[src/sscr_pkg.sv]
// Purpose: constants for the static control and status register slice
// Assumes: byte addresses on a 32-bit Avalon-MM slave, one aligned word each
// Notes:   control words carry a write mask in the upper halfword
package sscr_pkg;

  // ----------------------------------------------------------------
  // bus geometry
  // ----------------------------------------------------------------
  localparam int ADDR_W   = 9;
  localparam int DATA_W   = 32;
  localparam int HALF_W   = 16;
  localparam int MASK_LSB = 16;

  // ----------------------------------------------------------------
  // register byte offsets
  // ----------------------------------------------------------------
  localparam logic [8:0] OFS_MAC_CTRL2  = 9'h16C;
  localparam logic [8:0] OFS_TV_ENC     = 9'h170;
  localparam logic [8:0] OFS_OTG_PHY    = 9'h17C;
  localparam logic [8:0] OFS_CHARGER    = 9'h184;
  localparam logic [8:0] OFS_STRAPS_A   = 9'h188;
  localparam logic [8:0] OFS_STRAPS_B   = 9'h18C;
  localparam logic [8:0] OFS_PHY_COMMON = 9'h190;
  localparam logic [8:0] OFS_HOST_UTMI  = 9'h194;
  localparam logic [8:0] OFS_MEM_STATUS = 9'h19C;
  localparam logic [8:0] OFS_SOC_STAT2  = 9'h1A4;

  // ----------------------------------------------------------------
  // reset values
  // ----------------------------------------------------------------
  localparam logic [15:0] RST_MAC_CTRL2  = 16'h4040;
  localparam logic [15:0] RST_TV_ENC     = 16'h0000;
  localparam logic [15:0] RST_OTG_PHY    = 16'h0000;
  localparam logic [15:0] RST_CHARGER    = 16'h0000;
  localparam logic [15:0] RST_STRAPS_A   = 16'hC820;
  localparam logic [15:0] RST_STRAPS_B   = 16'h0B40;
  localparam logic [15:0] RST_PHY_COMMON = 16'h001C;
  localparam logic [15:0] RST_HOST_UTMI  = 16'h0000;

  // ----------------------------------------------------------------
  // implemented (writable) bits per register
  // ----------------------------------------------------------------
  localparam logic [15:0] IMP_MAC_CTRL2  = 16'h7FC0;
  localparam logic [15:0] IMP_TV_ENC     = 16'h1FFF;
  localparam logic [15:0] IMP_OTG_PHY    = 16'h003F;
  localparam logic [15:0] IMP_CHARGER    = 16'h1F80;
  localparam logic [15:0] IMP_STRAPS_A   = 16'hFFFF;
  localparam logic [15:0] IMP_STRAPS_B   = 16'hEF41;
  localparam logic [15:0] IMP_PHY_COMMON = 16'hBCFF;
  localparam logic [15:0] IMP_HOST_UTMI  = 16'h41FF;

  // ----------------------------------------------------------------
  // field positions and encodings
  // ----------------------------------------------------------------
  localparam int         MAC_INTF_LSB   = 6;
  localparam int         MAC_INTF_MSB   = 8;
  localparam logic [15:0] MAC_INTF_FIELD = 16'h01C0;
  localparam logic [2:0] INTF_RGMII     = 3'h1;
  localparam logic [2:0] INTF_RMII      = 3'h4;
  localparam int         UTMI_PEND_BIT  = 15;
  localparam int         UTMI_IRQ_EN    = 14;
  localparam int         MEM_STATE_LSB  = 16;
  localparam int         MEM_STATE_MSB  = 18;
  localparam int         GPU_IDLE_W     = 11;
  localparam int         SOC_STAT2_W    = 11;

endpackage

[src/sscr_mreg.sv]
// Purpose: one masked-write control halfword
// Assumes: bit_en_in already combines mask halfword and byte lanes
// Notes:   unimplemented bits are constant zero
`timescale 1ns/1ps
module sscr_mreg #(
  parameter logic [15:0] RESET_VAL = 16'h0000,
  parameter logic [15:0] IMPL      = 16'hFFFF
) (
  // clock and reset
  input  wire logic        clk_in,
  input  wire logic        reset_n_in,
  // write port
  input  wire logic        we_in,
  input  wire logic [15:0] bit_en_in,
  input  wire logic [15:0] data_in,
  // value
  output logic      [15:0] value_out
);

  genvar g;
  generate
    for (g = 0; g < 16; g++) begin : g_bit
      if (IMPL[g]) begin : g_impl
        always_ff @(posedge clk_in) begin
          if (!reset_n_in) begin
            value_out[g] <= RESET_VAL[g];
          end else if (we_in && bit_en_in[g]) begin
            value_out[g] <= data_in[g];
          end
        end
      end else begin : g_rsvd
        assign value_out[g] = 1'b0;
      end
    end
  endgenerate

endmodule // sscr_mreg

[src/sscr_regs.sv]
// Purpose: static control straps and status readback over Avalon-MM
// Assumes: status inputs come from logic on clk_in; line state is async
// Notes:   each access answers on the second edge after it is raised
`timescale 1ns/1ps
module sscr_regs (
  // clock and reset
  input  wire logic        clk_in,
  input  wire logic        reset_n_in,
  // avalon-mm slave
  input  wire logic [8:0]  avs_address_in,
  input  wire logic        avs_read_in,
  input  wire logic        avs_write_in,
  input  wire logic [31:0] avs_writedata_in,
  input  wire logic [3:0]  avs_byteenable_in,
  output logic      [31:0] avs_readdata_out,
  output logic             avs_waitrequest_out,
  // memory controller and soc status
  input  wire logic [15:0] mem_bank_busy_in,
  input  wire logic [2:0]  mem_ctrl_state_in,
  input  wire logic        mem_lp_accept_in,
  input  wire logic        mem_lp_response_in,
  input  wire logic [10:0] gpu_idle_in,
  input  wire logic [10:0] soc_status_second_in,
  // asynchronous line state change from the phy
  input  wire logic        line_state_event_in,
  // control straps
  output logic      [15:0] mac_control_out,
  output logic      [15:0] tv_encoder_out,
  output logic      [15:0] otg_phy_out,
  output logic      [15:0] charger_out,
  output logic      [15:0] host_straps_a_out,
  output logic      [15:0] host_straps_b_out,
  output logic      [15:0] phy_common_out,
  output logic      [15:0] host_utmi_out
);

  // ----------------------------------------------------------------
  // bus handshake
  // ----------------------------------------------------------------
  logic        wait_q;
  logic [31:0] rdata_q;
  logic [31:0] rd_mux;
  logic        req;
  logic        wr_take;
  logic [15:0] wen16;
  logic [15:0] mac_en;
  logic [15:0] utmi_val;
  logic        pend_q;

  assign req     = avs_read_in | avs_write_in;
  assign wr_take = avs_write_in & ~wait_q;
  assign avs_waitrequest_out = wait_q;
  assign avs_readdata_out    = rdata_q;

  // one wait cycle gives a registered read mux without a combinational
  // path from address to readdata
  always_ff @(posedge clk_in) begin
    if (!reset_n_in) begin
      wait_q <= 1'b1;
    end else if (req && wait_q) begin
      wait_q <= 1'b0;
    end else begin
      wait_q <= 1'b1;
    end
  end

  always_ff @(posedge clk_in) begin
    if (!reset_n_in) begin
      rdata_q <= 32'h0000_0000;
    end else if (req && wait_q) begin
      rdata_q <= avs_read_in ? rd_mux : 32'h0000_0000;
    end
  end

  // a bit changes only if its mask bit and both byte lanes are enabled
  assign wen16 = avs_writedata_in[31:16] &
                 {{8{avs_byteenable_in[3] & avs_byteenable_in[1]}},
                  {8{avs_byteenable_in[2] & avs_byteenable_in[0]}}};

  // ----------------------------------------------------------------
  // control registers
  // ----------------------------------------------------------------
  logic [2:0] new_intf;
  logic [2:0] intf_keep;
  logic [2:0] intf_wen;
  logic       intf_bad;

  // judge the merged field: a partial mask must not build a reserved code
  assign intf_keep = mac_control_out[sscr_pkg::MAC_INTF_MSB:
                                     sscr_pkg::MAC_INTF_LSB];
  assign intf_wen  = wen16[sscr_pkg::MAC_INTF_MSB:sscr_pkg::MAC_INTF_LSB];
  assign new_intf  = (intf_keep & ~intf_wen) |
                     (avs_writedata_in[sscr_pkg::MAC_INTF_MSB:
                                       sscr_pkg::MAC_INTF_LSB] & intf_wen);
  // reserved interface codes are dropped so the mac never sees one
  assign intf_bad = (new_intf != sscr_pkg::INTF_RGMII) &&
                    (new_intf != sscr_pkg::INTF_RMII);
  assign mac_en   = intf_bad ? (wen16 & ~sscr_pkg::MAC_INTF_FIELD)
                             : wen16;

  sscr_mreg #(
    .RESET_VAL (sscr_pkg::RST_MAC_CTRL2),
    .IMPL      (sscr_pkg::IMP_MAC_CTRL2)
  ) u_mac (
    .clk_in     (clk_in),
    .reset_n_in (reset_n_in),
    .we_in      (wr_take && avs_address_in == sscr_pkg::OFS_MAC_CTRL2),
    .bit_en_in  (mac_en),
    .data_in    (avs_writedata_in[15:0]),
    .value_out  (mac_control_out)
  );

  sscr_mreg #(
    .RESET_VAL (sscr_pkg::RST_TV_ENC),
    .IMPL      (sscr_pkg::IMP_TV_ENC)
  ) u_tve (
    .clk_in     (clk_in),
    .reset_n_in (reset_n_in),
    .we_in      (wr_take && avs_address_in == sscr_pkg::OFS_TV_ENC),
    .bit_en_in  (wen16),
    .data_in    (avs_writedata_in[15:0]),
    .value_out  (tv_encoder_out)
  );

  sscr_mreg #(
    .RESET_VAL (sscr_pkg::RST_OTG_PHY),
    .IMPL      (sscr_pkg::IMP_OTG_PHY)
  ) u_otg (
    .clk_in     (clk_in),
    .reset_n_in (reset_n_in),
    .we_in      (wr_take && avs_address_in == sscr_pkg::OFS_OTG_PHY),
    .bit_en_in  (wen16),
    .data_in    (avs_writedata_in[15:0]),
    .value_out  (otg_phy_out)
  );

  sscr_mreg #(
    .RESET_VAL (sscr_pkg::RST_CHARGER),
    .IMPL      (sscr_pkg::IMP_CHARGER)
  ) u_chg (
    .clk_in     (clk_in),
    .reset_n_in (reset_n_in),
    .we_in      (wr_take && avs_address_in == sscr_pkg::OFS_CHARGER),
    .bit_en_in  (wen16),
    .data_in    (avs_writedata_in[15:0]),
    .value_out  (charger_out)
  );

  sscr_mreg #(
    .RESET_VAL (sscr_pkg::RST_STRAPS_A),
    .IMPL      (sscr_pkg::IMP_STRAPS_A)
  ) u_sta (
    .clk_in     (clk_in),
    .reset_n_in (reset_n_in),
    .we_in      (wr_take && avs_address_in == sscr_pkg::OFS_STRAPS_A),
    .bit_en_in  (wen16),
    .data_in    (avs_writedata_in[15:0]),
    .value_out  (host_straps_a_out)
  );

  sscr_mreg #(
    .RESET_VAL (sscr_pkg::RST_STRAPS_B),
    .IMPL      (sscr_pkg::IMP_STRAPS_B)
  ) u_stb (
    .clk_in     (clk_in),
    .reset_n_in (reset_n_in),
    .we_in      (wr_take && avs_address_in == sscr_pkg::OFS_STRAPS_B),
    .bit_en_in  (wen16),
    .data_in    (avs_writedata_in[15:0]),
    .value_out  (host_straps_b_out)
  );

  sscr_mreg #(
    .RESET_VAL (sscr_pkg::RST_PHY_COMMON),
    .IMPL      (sscr_pkg::IMP_PHY_COMMON)
  ) u_com (
    .clk_in     (clk_in),
    .reset_n_in (reset_n_in),
    .we_in      (wr_take && avs_address_in == sscr_pkg::OFS_PHY_COMMON),
    .bit_en_in  (wen16),
    .data_in    (avs_writedata_in[15:0]),
    .value_out  (phy_common_out)
  );

  sscr_mreg #(
    .RESET_VAL (sscr_pkg::RST_HOST_UTMI),
    .IMPL      (sscr_pkg::IMP_HOST_UTMI)
  ) u_utm (
    .clk_in     (clk_in),
    .reset_n_in (reset_n_in),
    .we_in      (wr_take && avs_address_in == sscr_pkg::OFS_HOST_UTMI),
    .bit_en_in  (wen16),
    .data_in    (avs_writedata_in[15:0]),
    .value_out  (utmi_val)
  );

  // ----------------------------------------------------------------
  // line state pending flag
  // ----------------------------------------------------------------
  logic ls_meta_q;
  logic ls_sync_q;
  logic ls_prev_q;
  logic ls_rise;
  logic pend_clr;

  always_ff @(posedge clk_in) begin
    if (!reset_n_in) begin
      ls_meta_q <= 1'b0;
      ls_sync_q <= 1'b0;
      ls_prev_q <= 1'b0;
    end else begin
      ls_meta_q <= line_state_event_in;
      ls_sync_q <= ls_meta_q;
      ls_prev_q <= ls_sync_q;
    end
  end

  assign ls_rise  = ls_sync_q & ~ls_prev_q;
  assign pend_clr = wr_take &&
                    avs_address_in == sscr_pkg::OFS_HOST_UTMI &&
                    wen16[sscr_pkg::UTMI_PEND_BIT] &&
                    avs_writedata_in[sscr_pkg::UTMI_PEND_BIT];

  // a change arriving with the clearing write keeps the flag set
  always_ff @(posedge clk_in) begin
    if (!reset_n_in) begin
      pend_q <= 1'b0;
    end else if (ls_rise) begin
      pend_q <= 1'b1;
    end else if (pend_clr) begin
      pend_q <= 1'b0;
    end
  end

  assign host_utmi_out = {pend_q, utmi_val[14:0]};

  // ----------------------------------------------------------------
  // read mux
  // ----------------------------------------------------------------
  always_comb begin
    rd_mux = 32'h0000_0000;
    if (avs_address_in == sscr_pkg::OFS_MAC_CTRL2) begin
      rd_mux[15:0] = mac_control_out;
    end else if (avs_address_in == sscr_pkg::OFS_TV_ENC) begin
      rd_mux[15:0] = tv_encoder_out;
    end else if (avs_address_in == sscr_pkg::OFS_OTG_PHY) begin
      rd_mux[15:0] = otg_phy_out;
    end else if (avs_address_in == sscr_pkg::OFS_CHARGER) begin
      rd_mux[15:0] = charger_out;
    end else if (avs_address_in == sscr_pkg::OFS_STRAPS_A) begin
      rd_mux[15:0] = host_straps_a_out;
    end else if (avs_address_in == sscr_pkg::OFS_STRAPS_B) begin
      rd_mux[15:0] = host_straps_b_out;
    end else if (avs_address_in == sscr_pkg::OFS_PHY_COMMON) begin
      rd_mux[15:0] = phy_common_out;
    end else if (avs_address_in == sscr_pkg::OFS_HOST_UTMI) begin
      rd_mux[15:0] = host_utmi_out;
    end else if (avs_address_in == sscr_pkg::OFS_MEM_STATUS) begin
      rd_mux = {gpu_idle_in, mem_lp_accept_in, mem_lp_response_in,
                mem_ctrl_state_in, mem_bank_busy_in};
    end else if (avs_address_in == sscr_pkg::OFS_SOC_STAT2) begin
      rd_mux[10:0] = soc_status_second_in;
    end
  end

  logic tve_wr;
  assign tve_wr = wr_take && avs_address_in == sscr_pkg::OFS_TV_ENC;
endmodule // sscr_regs

[config.mk]
export PLATFORM = sky130hd
export DESIGN_NAME = sscr_regs
export DESIGN_NICKNAME = d
export VERILOG_FILES = /design/src/sscr_pkg.sv /design/src/sscr_mreg.sv /design/src/sscr_regs.sv
export SDC_FILE = /design/constraint.sdc
export NUM_CORES = 1
export LEC_CHECK = 0
export BUFFER_PORTS_ARGS = -buffer_cell sky130_fd_sc_hd__buf_2
export CAP_MARGIN = 20
export CORE_MARGIN = 3
export CORE_UTILIZATION = 35
export DETAILED_ROUTE_END_ITERATION = 8
export HOLD_SLACK_MARGIN = 0.05
export PLACE_DENSITY = 0.59
export SETUP_SLACK_MARGIN = 0.15
export SLEW_MARGIN = 5
export SYNTH_ARGS = -nofsm -noshare
export SYNTH_HDL_FRONTEND = slang
export SYNTH_SLANG_ARGS = --single-unit
[constraint.sdc]
create_clock -name clk_in -period 2.6 [get_ports clk_in]
set_input_delay 0.52 -clock clk_in [delete_from_list [all_inputs] [get_ports clk_in]]
set_output_delay 0.52 -clock clk_in [all_outputs]
set_load 0.01 [all_outputs]
==> results of run 1 <==
==> layer usage <==
layer / global-route usage (%) / vias to the layer above
met1: 33.09 / 3407
met4: 7.673 / 0
met5: 0 / -
li1: - / 3321
met3: 6.357 / 47
met2: 39.73 / 405
==> critical path: stages <==
cell	delay, ns
buf_2	0.11
or3b_1	0.44
or4_4	0.55
or2_1	0.31
buf_4	0.19
o21ai_0	0.14
a21oi_1	0.08
==> cell usage after synthesis (all sizes together) (3+ instances only) <==
master / instances / share of area, %
nand4: 22 / 2.2
o2bb2ai: 3 / 0.42
dfxtp: 119 / 38
a31oi: 4 / 0.40
and2: 10 / 1.0
mux2i: 8 / 1.3
nor2: 65 / 3.9
and3: 7 / 0.71
o21a: 5 / 0.60
a211oi: 9 / 1.1
a22o: 4 / 0.56
a211o: 3 / 0.42
o22ai: 3 / 0.30
buf: 55 / 6.3
nor4: 3 / 0.40
a221oi: 11 / 1.6
a32oi: 3 / 0.42
inv: 10 / 0.60
a21oi: 91 / 7.3
nand2: 78 / 4.7
nand2b: 7 / 0.71
o311ai: 10 / 1.4
o31ai: 3 / 0.36
o221ai: 5 / 0.71
nor2b: 5 / 0.50
or3: 16 / 1.6
or2: 3 / 0.30
o21ai: 95 / 7.7
nand3: 34 / 2.7
mux2: 5 / 0.91
clkbuf: 46 / 2.8
nor3: 11 / 0.89
a22oi: 28 / 3.4
==> worst max path at each step <==
stage                           start             endpoint  slack [ns]  cells after the start
CTS                 avs_address_in[1]  u_mac.value_out[13]        0.56                      7
global route        avs_address_in[1]  u_mac.value_out[11]        0.43                      7
detailed placement  avs_address_in[1]  u_mac.value_out[13]        0.11                      7
floorplan           avs_address_in[1]  u_mac.value_out[11]        0.19                      7
finish              avs_address_in[1]   u_mac.value_out[9]        0.53                      7
global placement    avs_address_in[1]  u_mac.value_out[11]        0.14                      7
==> layout make-up <==
| type | count | area, um^2 |
|---|---|---|
| Fill cell | 1792 | 9176 |
| Multi-Input combinational cell | 619 | 3407 |
| Sequential cell | 119 | 2382 |
| Timing Repair Buffer | 262 | 1471 |
| Clock buffer | 23 | 478.0 |
| Tap cell | 225 | 281.5 |
| Clock inverter | 9 | 122.6 |
| Inverter | 10 | 37.54 |
==> stage by stage <==
stage,hold slack [ns],total power [mW],std cells
after floorplan,0.4119,2.119,849
after global placement,0.4160,2.269,1235
after detailed placement,0.4267,2.268,1235
after CTS,0.3057,4.679,1267
after global routing,0.3183,4.801,1267
final,0.3216,4.664,1267
==> cells in the final DEF, fill, tap and decap left out, types with 3 or more instances in the layout <==
master / n
conb_1: 45
dfxtp_1: 119
a22o_1: 4
nand2b_1: 7
mux2i_1: 8
o21ai_0: 94
and2_1: 10
a221oi_1: 11
clkbuf_1: 3
bufinv_16: 3
clkbuf_8: 3
or3_1: 16
mux2_2: 5
o2bb2ai_1: 3
o21a_1: 5
o221ai_1: 5
nor2b_1: 5
nor2_1: 65
o31ai_1: 3
inv_1: 9
buf_4: 52
nand4_1: 22
nand2_1: 78
buf_2: 208
a211oi_1: 9
a22oi_1: 28
nor3_1: 11
a31oi_1: 4
clkbuf_16: 17
clkinv_2: 5
a21oi_1: 91
and3_1: 7
nand3_1: 34
a32oi_1: 3
o311ai_0: 10
o22ai_1: 3
a211o_1: 3
==> power by group <==
| group | internal [mW] | switching (mW) | total (mW) |
|---|---|---|---|
| clock network | 1.57 | 0.848 | 2.42 |
| logic | 0.130 | 0.279 | 0.409 |
| registers | 1.83 | 0.00348 | 1.83 |
| total | 3.53 | 1.13 | 4.66 |
==> logic make-up after synthesis <==
| logic type | after synthesis | share of synthesized area [%] |
|---|---|---|
| other | 1 | 0.06038 |
| xor gates and xnor gates | 2 | 0.2821 |
| and+or+nand+nor | 271 | 21.25 |
| AOI/OAI and AO/OA | 288 | 28.16 |
| buffers and inverters | 111 | 9.689 |
| DFF | 119 | 38.36 |
| muxes | 13 | 2.196 |
==> state kept, by name, indices dropped and copies added (netlist names), 6 cells and up <==
| signal | cells |
|---|---|
| avs_readdata_out | 32 |
| u_stb.value_out | 9 |
| u_chg.value_out | 6 |
| u_otg.value_out | 6 |
| u_com.value_out | 13 |
| u_tve.value_out | 13 |
| u_utm.value_out | 10 |
| u_sta.value_out | 16 |
| u_mac.value_out | 9 |
==> flow_metrics.env, run 1 <==
export IMPL_outcome="finished clean"
export IMPL_place_congestion=0.9246
export IMPL_worst_slew_pin_slew_ns=0.7182
export IMPL_hold_viol=0
export IMPL_syn_area_um2=6211
export IMPL_skew_ns=0.008723
export IMPL_synth_edf_count=0
export IMPL_cts_tree="built"
export IMPL_wl_met3_mm=2.323
export IMPL_synth_flop_cell="dfxtp_1"
export IMPL_min_delay_start="line_state_event_in"
export IMPL_rsz0062_at_grt="false"
export IMPL_viasPerCell=5.667
export IMPL_numCtsBuffers=17
export IMPL_die_area_um2=19380
export IMPL_start_util_pct=35.78
export IMPL_async_flop_share_pct=0
export IMPL_grt_pass1_wl_mm=37.90
export IMPL_fp_dieW_um=139.2
export IMPL_cp_start_kind="input port"
export IMPL_first_pass_iters=5
export IMPL_worst_r2r_endpoint="u_sta.value_out[5]"
export IMPL_cts_num_sinks=119
export IMPL_fin_setup_tns_ns=0
export IMPL_cts_buffer_depth=2
export IMPL_wirelength_met1_mm=10.57
export IMPL_drc_errors=0
export IMPL_yosys_warnings=0
export IMPL_diodes=0
export IMPL_cts_hold_buffers=0
export IMPL_criticalPathCategory="input port to register"
export IMPL_final_core_util_pct=47.13
export IMPL_ys_types=60
export IMPL_syn2layout_area_growth_pct=31.71
export IMPL_holdPathStages=2
export IMPL_grt_max_degree=35
export IMPL_slew_viol_final=0
export IMPL_cts_setup_buffers=0
export IMPL_reg2reg_depth=6
export IMPL_r2r_setup_slack_ns=0.90
export IMPL_yosys_register_bits=119
export IMPL_path_max_fanout=5
export IMPL_setup_viol=0
export IMPL_drive_above_1_share_pct=29.17
export IMPL_clockRootBuffer="clkbuf_16"
export IMPL_dpl_worst_slack_ns=0.1137
export IMPL_drtAntennaViolNets=0
export IMPL_clock_latency_ns=0.42
export IMPL_htree_levels=4
export IMPL_wl_mm=25.20
export IMPL_row_count=48
export IMPL_ys_seq_area_share_pct=38.36
export IMPL_setup_ws_ns=0.5313
export IMPL_top_layer_used="met4"
export IMPL_nNetsFinal=1122
export IMPL_fin_area_um2=8180
export IMPL_reg2reg_from="avs_waitrequest_out"
export IMPL_overflow=0
export IMPL_fin_crit_ns=2.069
export IMPL_io_pins=254
export IMPL_hp_class="input port to register"
export IMPL_grt_pass1_vias=6569
export IMPL_numPortBuffers=208
export IMPL_hpwl_mm=18.84
export IMPL_antenna_found_initial=0
export IMPL_core_area_um2=17360
export IMPL_slew_headroom_pct=52.05
export IMPL_vias=7180
export IMPL_syn_inst=805
export IMPL_clock_fmax_ghz=0.4834
export IMPL_maxCapViolCount=0
export IMPL_wl_met2_mm=11.73
export IMPL_hold_end="ls_meta_q"
export IMPL_power_leakage_nw=3.405
export IMPL_crit_path_end_kind="register"
export IMPL_finalCritPeriodShare_pct=79.57
export IMPL_place_area_um2=7580
export IMPL_powerDensity_nw_per_um2=570.1
export IMPL_required_ns=2.87
export IMPL_wl_per_cell_um=19.89
export IMPL_die_y_um=139.2
export IMPL_cts_repair_resized=0
export IMPL_worstPathArrival_ns=2.34
export IMPL_drt_initial_drc_count=735
export IMPL_ir_drop_mv=0.4549
export IMPL_synth_avg_cell_area_um2=7.715
export IMPL_clk_pin_slew_ns=0.05
export IMPL_grt_usage_pct=24.85
No activity file was read; power rests on OpenSTA's default activity.
==> run 2: changes to the inputs <==
Settings changed: ABC_AREA set to 1.
Clock period 2.6 ns to 2.1 ns, I/O delays scaled along.
==> run 2 against run 1 <==
  * Clock-buffer cell count decreased by 1
  * Global-route usage decreased by 1.9 points
  * First-iteration DRC count decreased by 24%
  * Cell count increased by 9.4%
  * Critical endpoint is now u_sta.value_out[11]
  * Largest power group unchanged
  * Highest routed layer unchanged
==> flow_metrics.env, run 2 <==
export IMPL_outcome="finished clean"
export IMPL_row_count=48
export IMPL_fin_setup_tns_ns=0
export IMPL_io_pins=254
export IMPL_synth_edf_count=0
export IMPL_numPortBuffers=208
export IMPL_final_core_util_pct=46.84
export IMPL_fin_area_um2=8242
export IMPL_synth_top_area_cell="dfxtp_1"
export IMPL_grt_usage_pct=22.99
export IMPL_powerDensity_nw_per_um2=688.0
export IMPL_vias=6887
export IMPL_start_util_pct=36.27
export IMPL_cts_setup_buffers=0
export IMPL_layout_commonest_cell="nand2_1"
export IMPL_synth_commonest_cells="nand2_1 (216), dfxtp_1 (119), inv_1 (90)"
export IMPL_required_ns=2.37
export IMPL_syn2layout_area_growth_pct=29.13
export IMPL_skew_ns=0.01296
export IMPL_wl_per_cell_um=17.00
export IMPL_grt_max_degree=70
export IMPL_core_area_um2=17600
export IMPL_syn_area_um2=6382
export IMPL_post_synth_top_count_cell="nand2_1"
export IMPL_setup_viol=0
export IMPL_drt_initial_drc_count=556
export IMPL_clockRootBuffer="clkbuf_16"
export IMPL_die_y_um=141.0
export IMPL_synth_adder_area_share_pct=0
export IMPL_numCtsBuffers=17
export IMPL_viasPerCell=4.969
export IMPL_antenna_found_initial=0
export IMPL_cts_hold_buffers=0
export IMPL_path_max_fanout=16
export IMPL_total_power_mw=5.670
export IMPL_cts_tree="built"
export IMPL_maxCapViolCount=0
export IMPL_overflow=0
export IMPL_cts_num_sinks=119
export IMPL_ys_seq_area_share_pct=37.33
export IMPL_muxShareOfSynthArea_pct=0
export IMPL_clk_pin_slew_ns=0.05
export IMPL_clock_latency_ns=0.42
export IMPL_ir_drop_mv=0.5998
export IMPL_slew_viol_final=0
export IMPL_largest_register_ffs=32
export IMPL_async_flop_share_pct=0
export IMPL_power_leakage_nw=3.978
export IMPL_grt_pass1_wl_mm=35.14
export IMPL_drive_above_1_share_pct=28.85
export IMPL_synth_avg_cell_area_um2=6.930
export IMPL_yosys_warnings=0
export IMPL_fin_crit_ns=1.694
export IMPL_first_pass_iters=5
export IMPL_finalCritPeriodShare_pct=80.67
export IMPL_criticalPathCategory="register to register"
export IMPL_drtAntennaViolNets=0
export IMPL_place_area_um2=7622
export IMPL_fp_dieW_um=141.0
export IMPL_clock_fmax_ghz=0.5903
export IMPL_nNetsFinal=1241
export IMPL_crit_path_end_kind="register"
export IMPL_hp_class="input port to register"
export IMPL_wl_mm=23.57
export IMPL_grt_pass1_vias=6137
export IMPL_drc_errors=0
export IMPL_hold_viol=0
export IMPL_die_area_um2=19890
export IMPL_synth_top_family_by_area="simple AND/OR/NAND/NOR gates"
export IMPL_htree_levels=4
export IMPL_synth_compound_area_share_pct=20.94
export IMPL_cts_buffer_depth=2
export IMPL_hpwl_mm=17.78
export IMPL_synth_flop_cell="dfxtp_1"
export IMPL_worstPathArrival_ns=1.97
export IMPL_syn_inst=921
export IMPL_yosys_register_bits=119
export IMPL_ys_types=41
export IMPL_synthSimpleGateAreaFrac_pct=26.62
export IMPL_diodes=0
export IMPL_ys_top_cells_by_area="dfxtp_1 (37%), nand2_1 (13%), a21oi_1 (6.4%)"
export IMPL_synth_top_cell_area_share_pct=37.33
export IMPL_cts_repair_resized=0
export IMPL_rsz0062_at_grt="false"
export IMPL_place_congestion=0.8733
export IMPL_cp_start_kind="register"
export IMPL_layout_common_cells="nand2_1 (216), buf_2 (208), dfxtp_1 (119)"
export IMPL_synth_xor_area_share_pct=0.1372
## run 2: per-stage QoR
step,setup slack (ns),std cells,hold slack (ns)
after floorplan,0.4820,965,0.3905
after global placement,0.05891,1354,0.3969
after detailed placement,0.06115,1354,0.3976
after CTS,0.3460,1386,0.1769
after global routing,0.2364,1386,0.1978
final,0.4059,1386,0.1896
## run 2: cell families after synthesis
logic type	count (synthesis)
flip-flops	119
AO/OA/AOI/OAI	233
other	1
XOR/XNOR	1
buffers and inverters	187
AND/OR/NAND/NOR	380
## run 2: critical path: stages, from the launching register on
cell	delay, ns
dfxtp_1	0.35
nor2_4	0.16
clkinvlp_4	0.28
nor2_2	0.25
inv_2	0.19
o21ai_0	0.18
o311ai_0	0.13
## run 2: metal layers
layer / vias up / track usage, % / share of wire (%)
met2: 313 / 35.86 / 45
li1: 3408 / - / -
met1: 3137 / 31.63 / 45
met4: 0 / 7.139 / 2.0
met3: 29 / 5.292 / 8.0
met5: - / 0 / 0
## run 2: worst paths after layout
check / endpoint / slack, ns / cells after the start / startpoint
setup reg to reg: u_sta.value_out[11] / 0.41 / 6 / avs_waitrequest_out
setup / recovery: u_sta.value_out[11] / 0.41 / 6 / avs_waitrequest_out
hold reg to reg: ls_sync_q / 0.41 / 2 / ls_meta_q
hold / removal: ls_meta_q / 0.19 / 3 / line_state_event_in
## run 2: report_power, final
part | internal [mW] | total [mW] | switching, mW
Clock | 1.90 | 3.01 | 1.10
Combinational | 0.117 | 0.396 | 0.279
Sequential | 2.26 | 2.27 | 0.00425
## run 2: cell type report
cell class	instances	area, um^2
fillers	1879	9355
multi-input cells	659	3216
flip-flops and latches	119	2382
repair buffers	242	1334
clock buffers	22	494.2
inverters	109	415.4
well taps	225	281.5
clock inverters	10	118.9
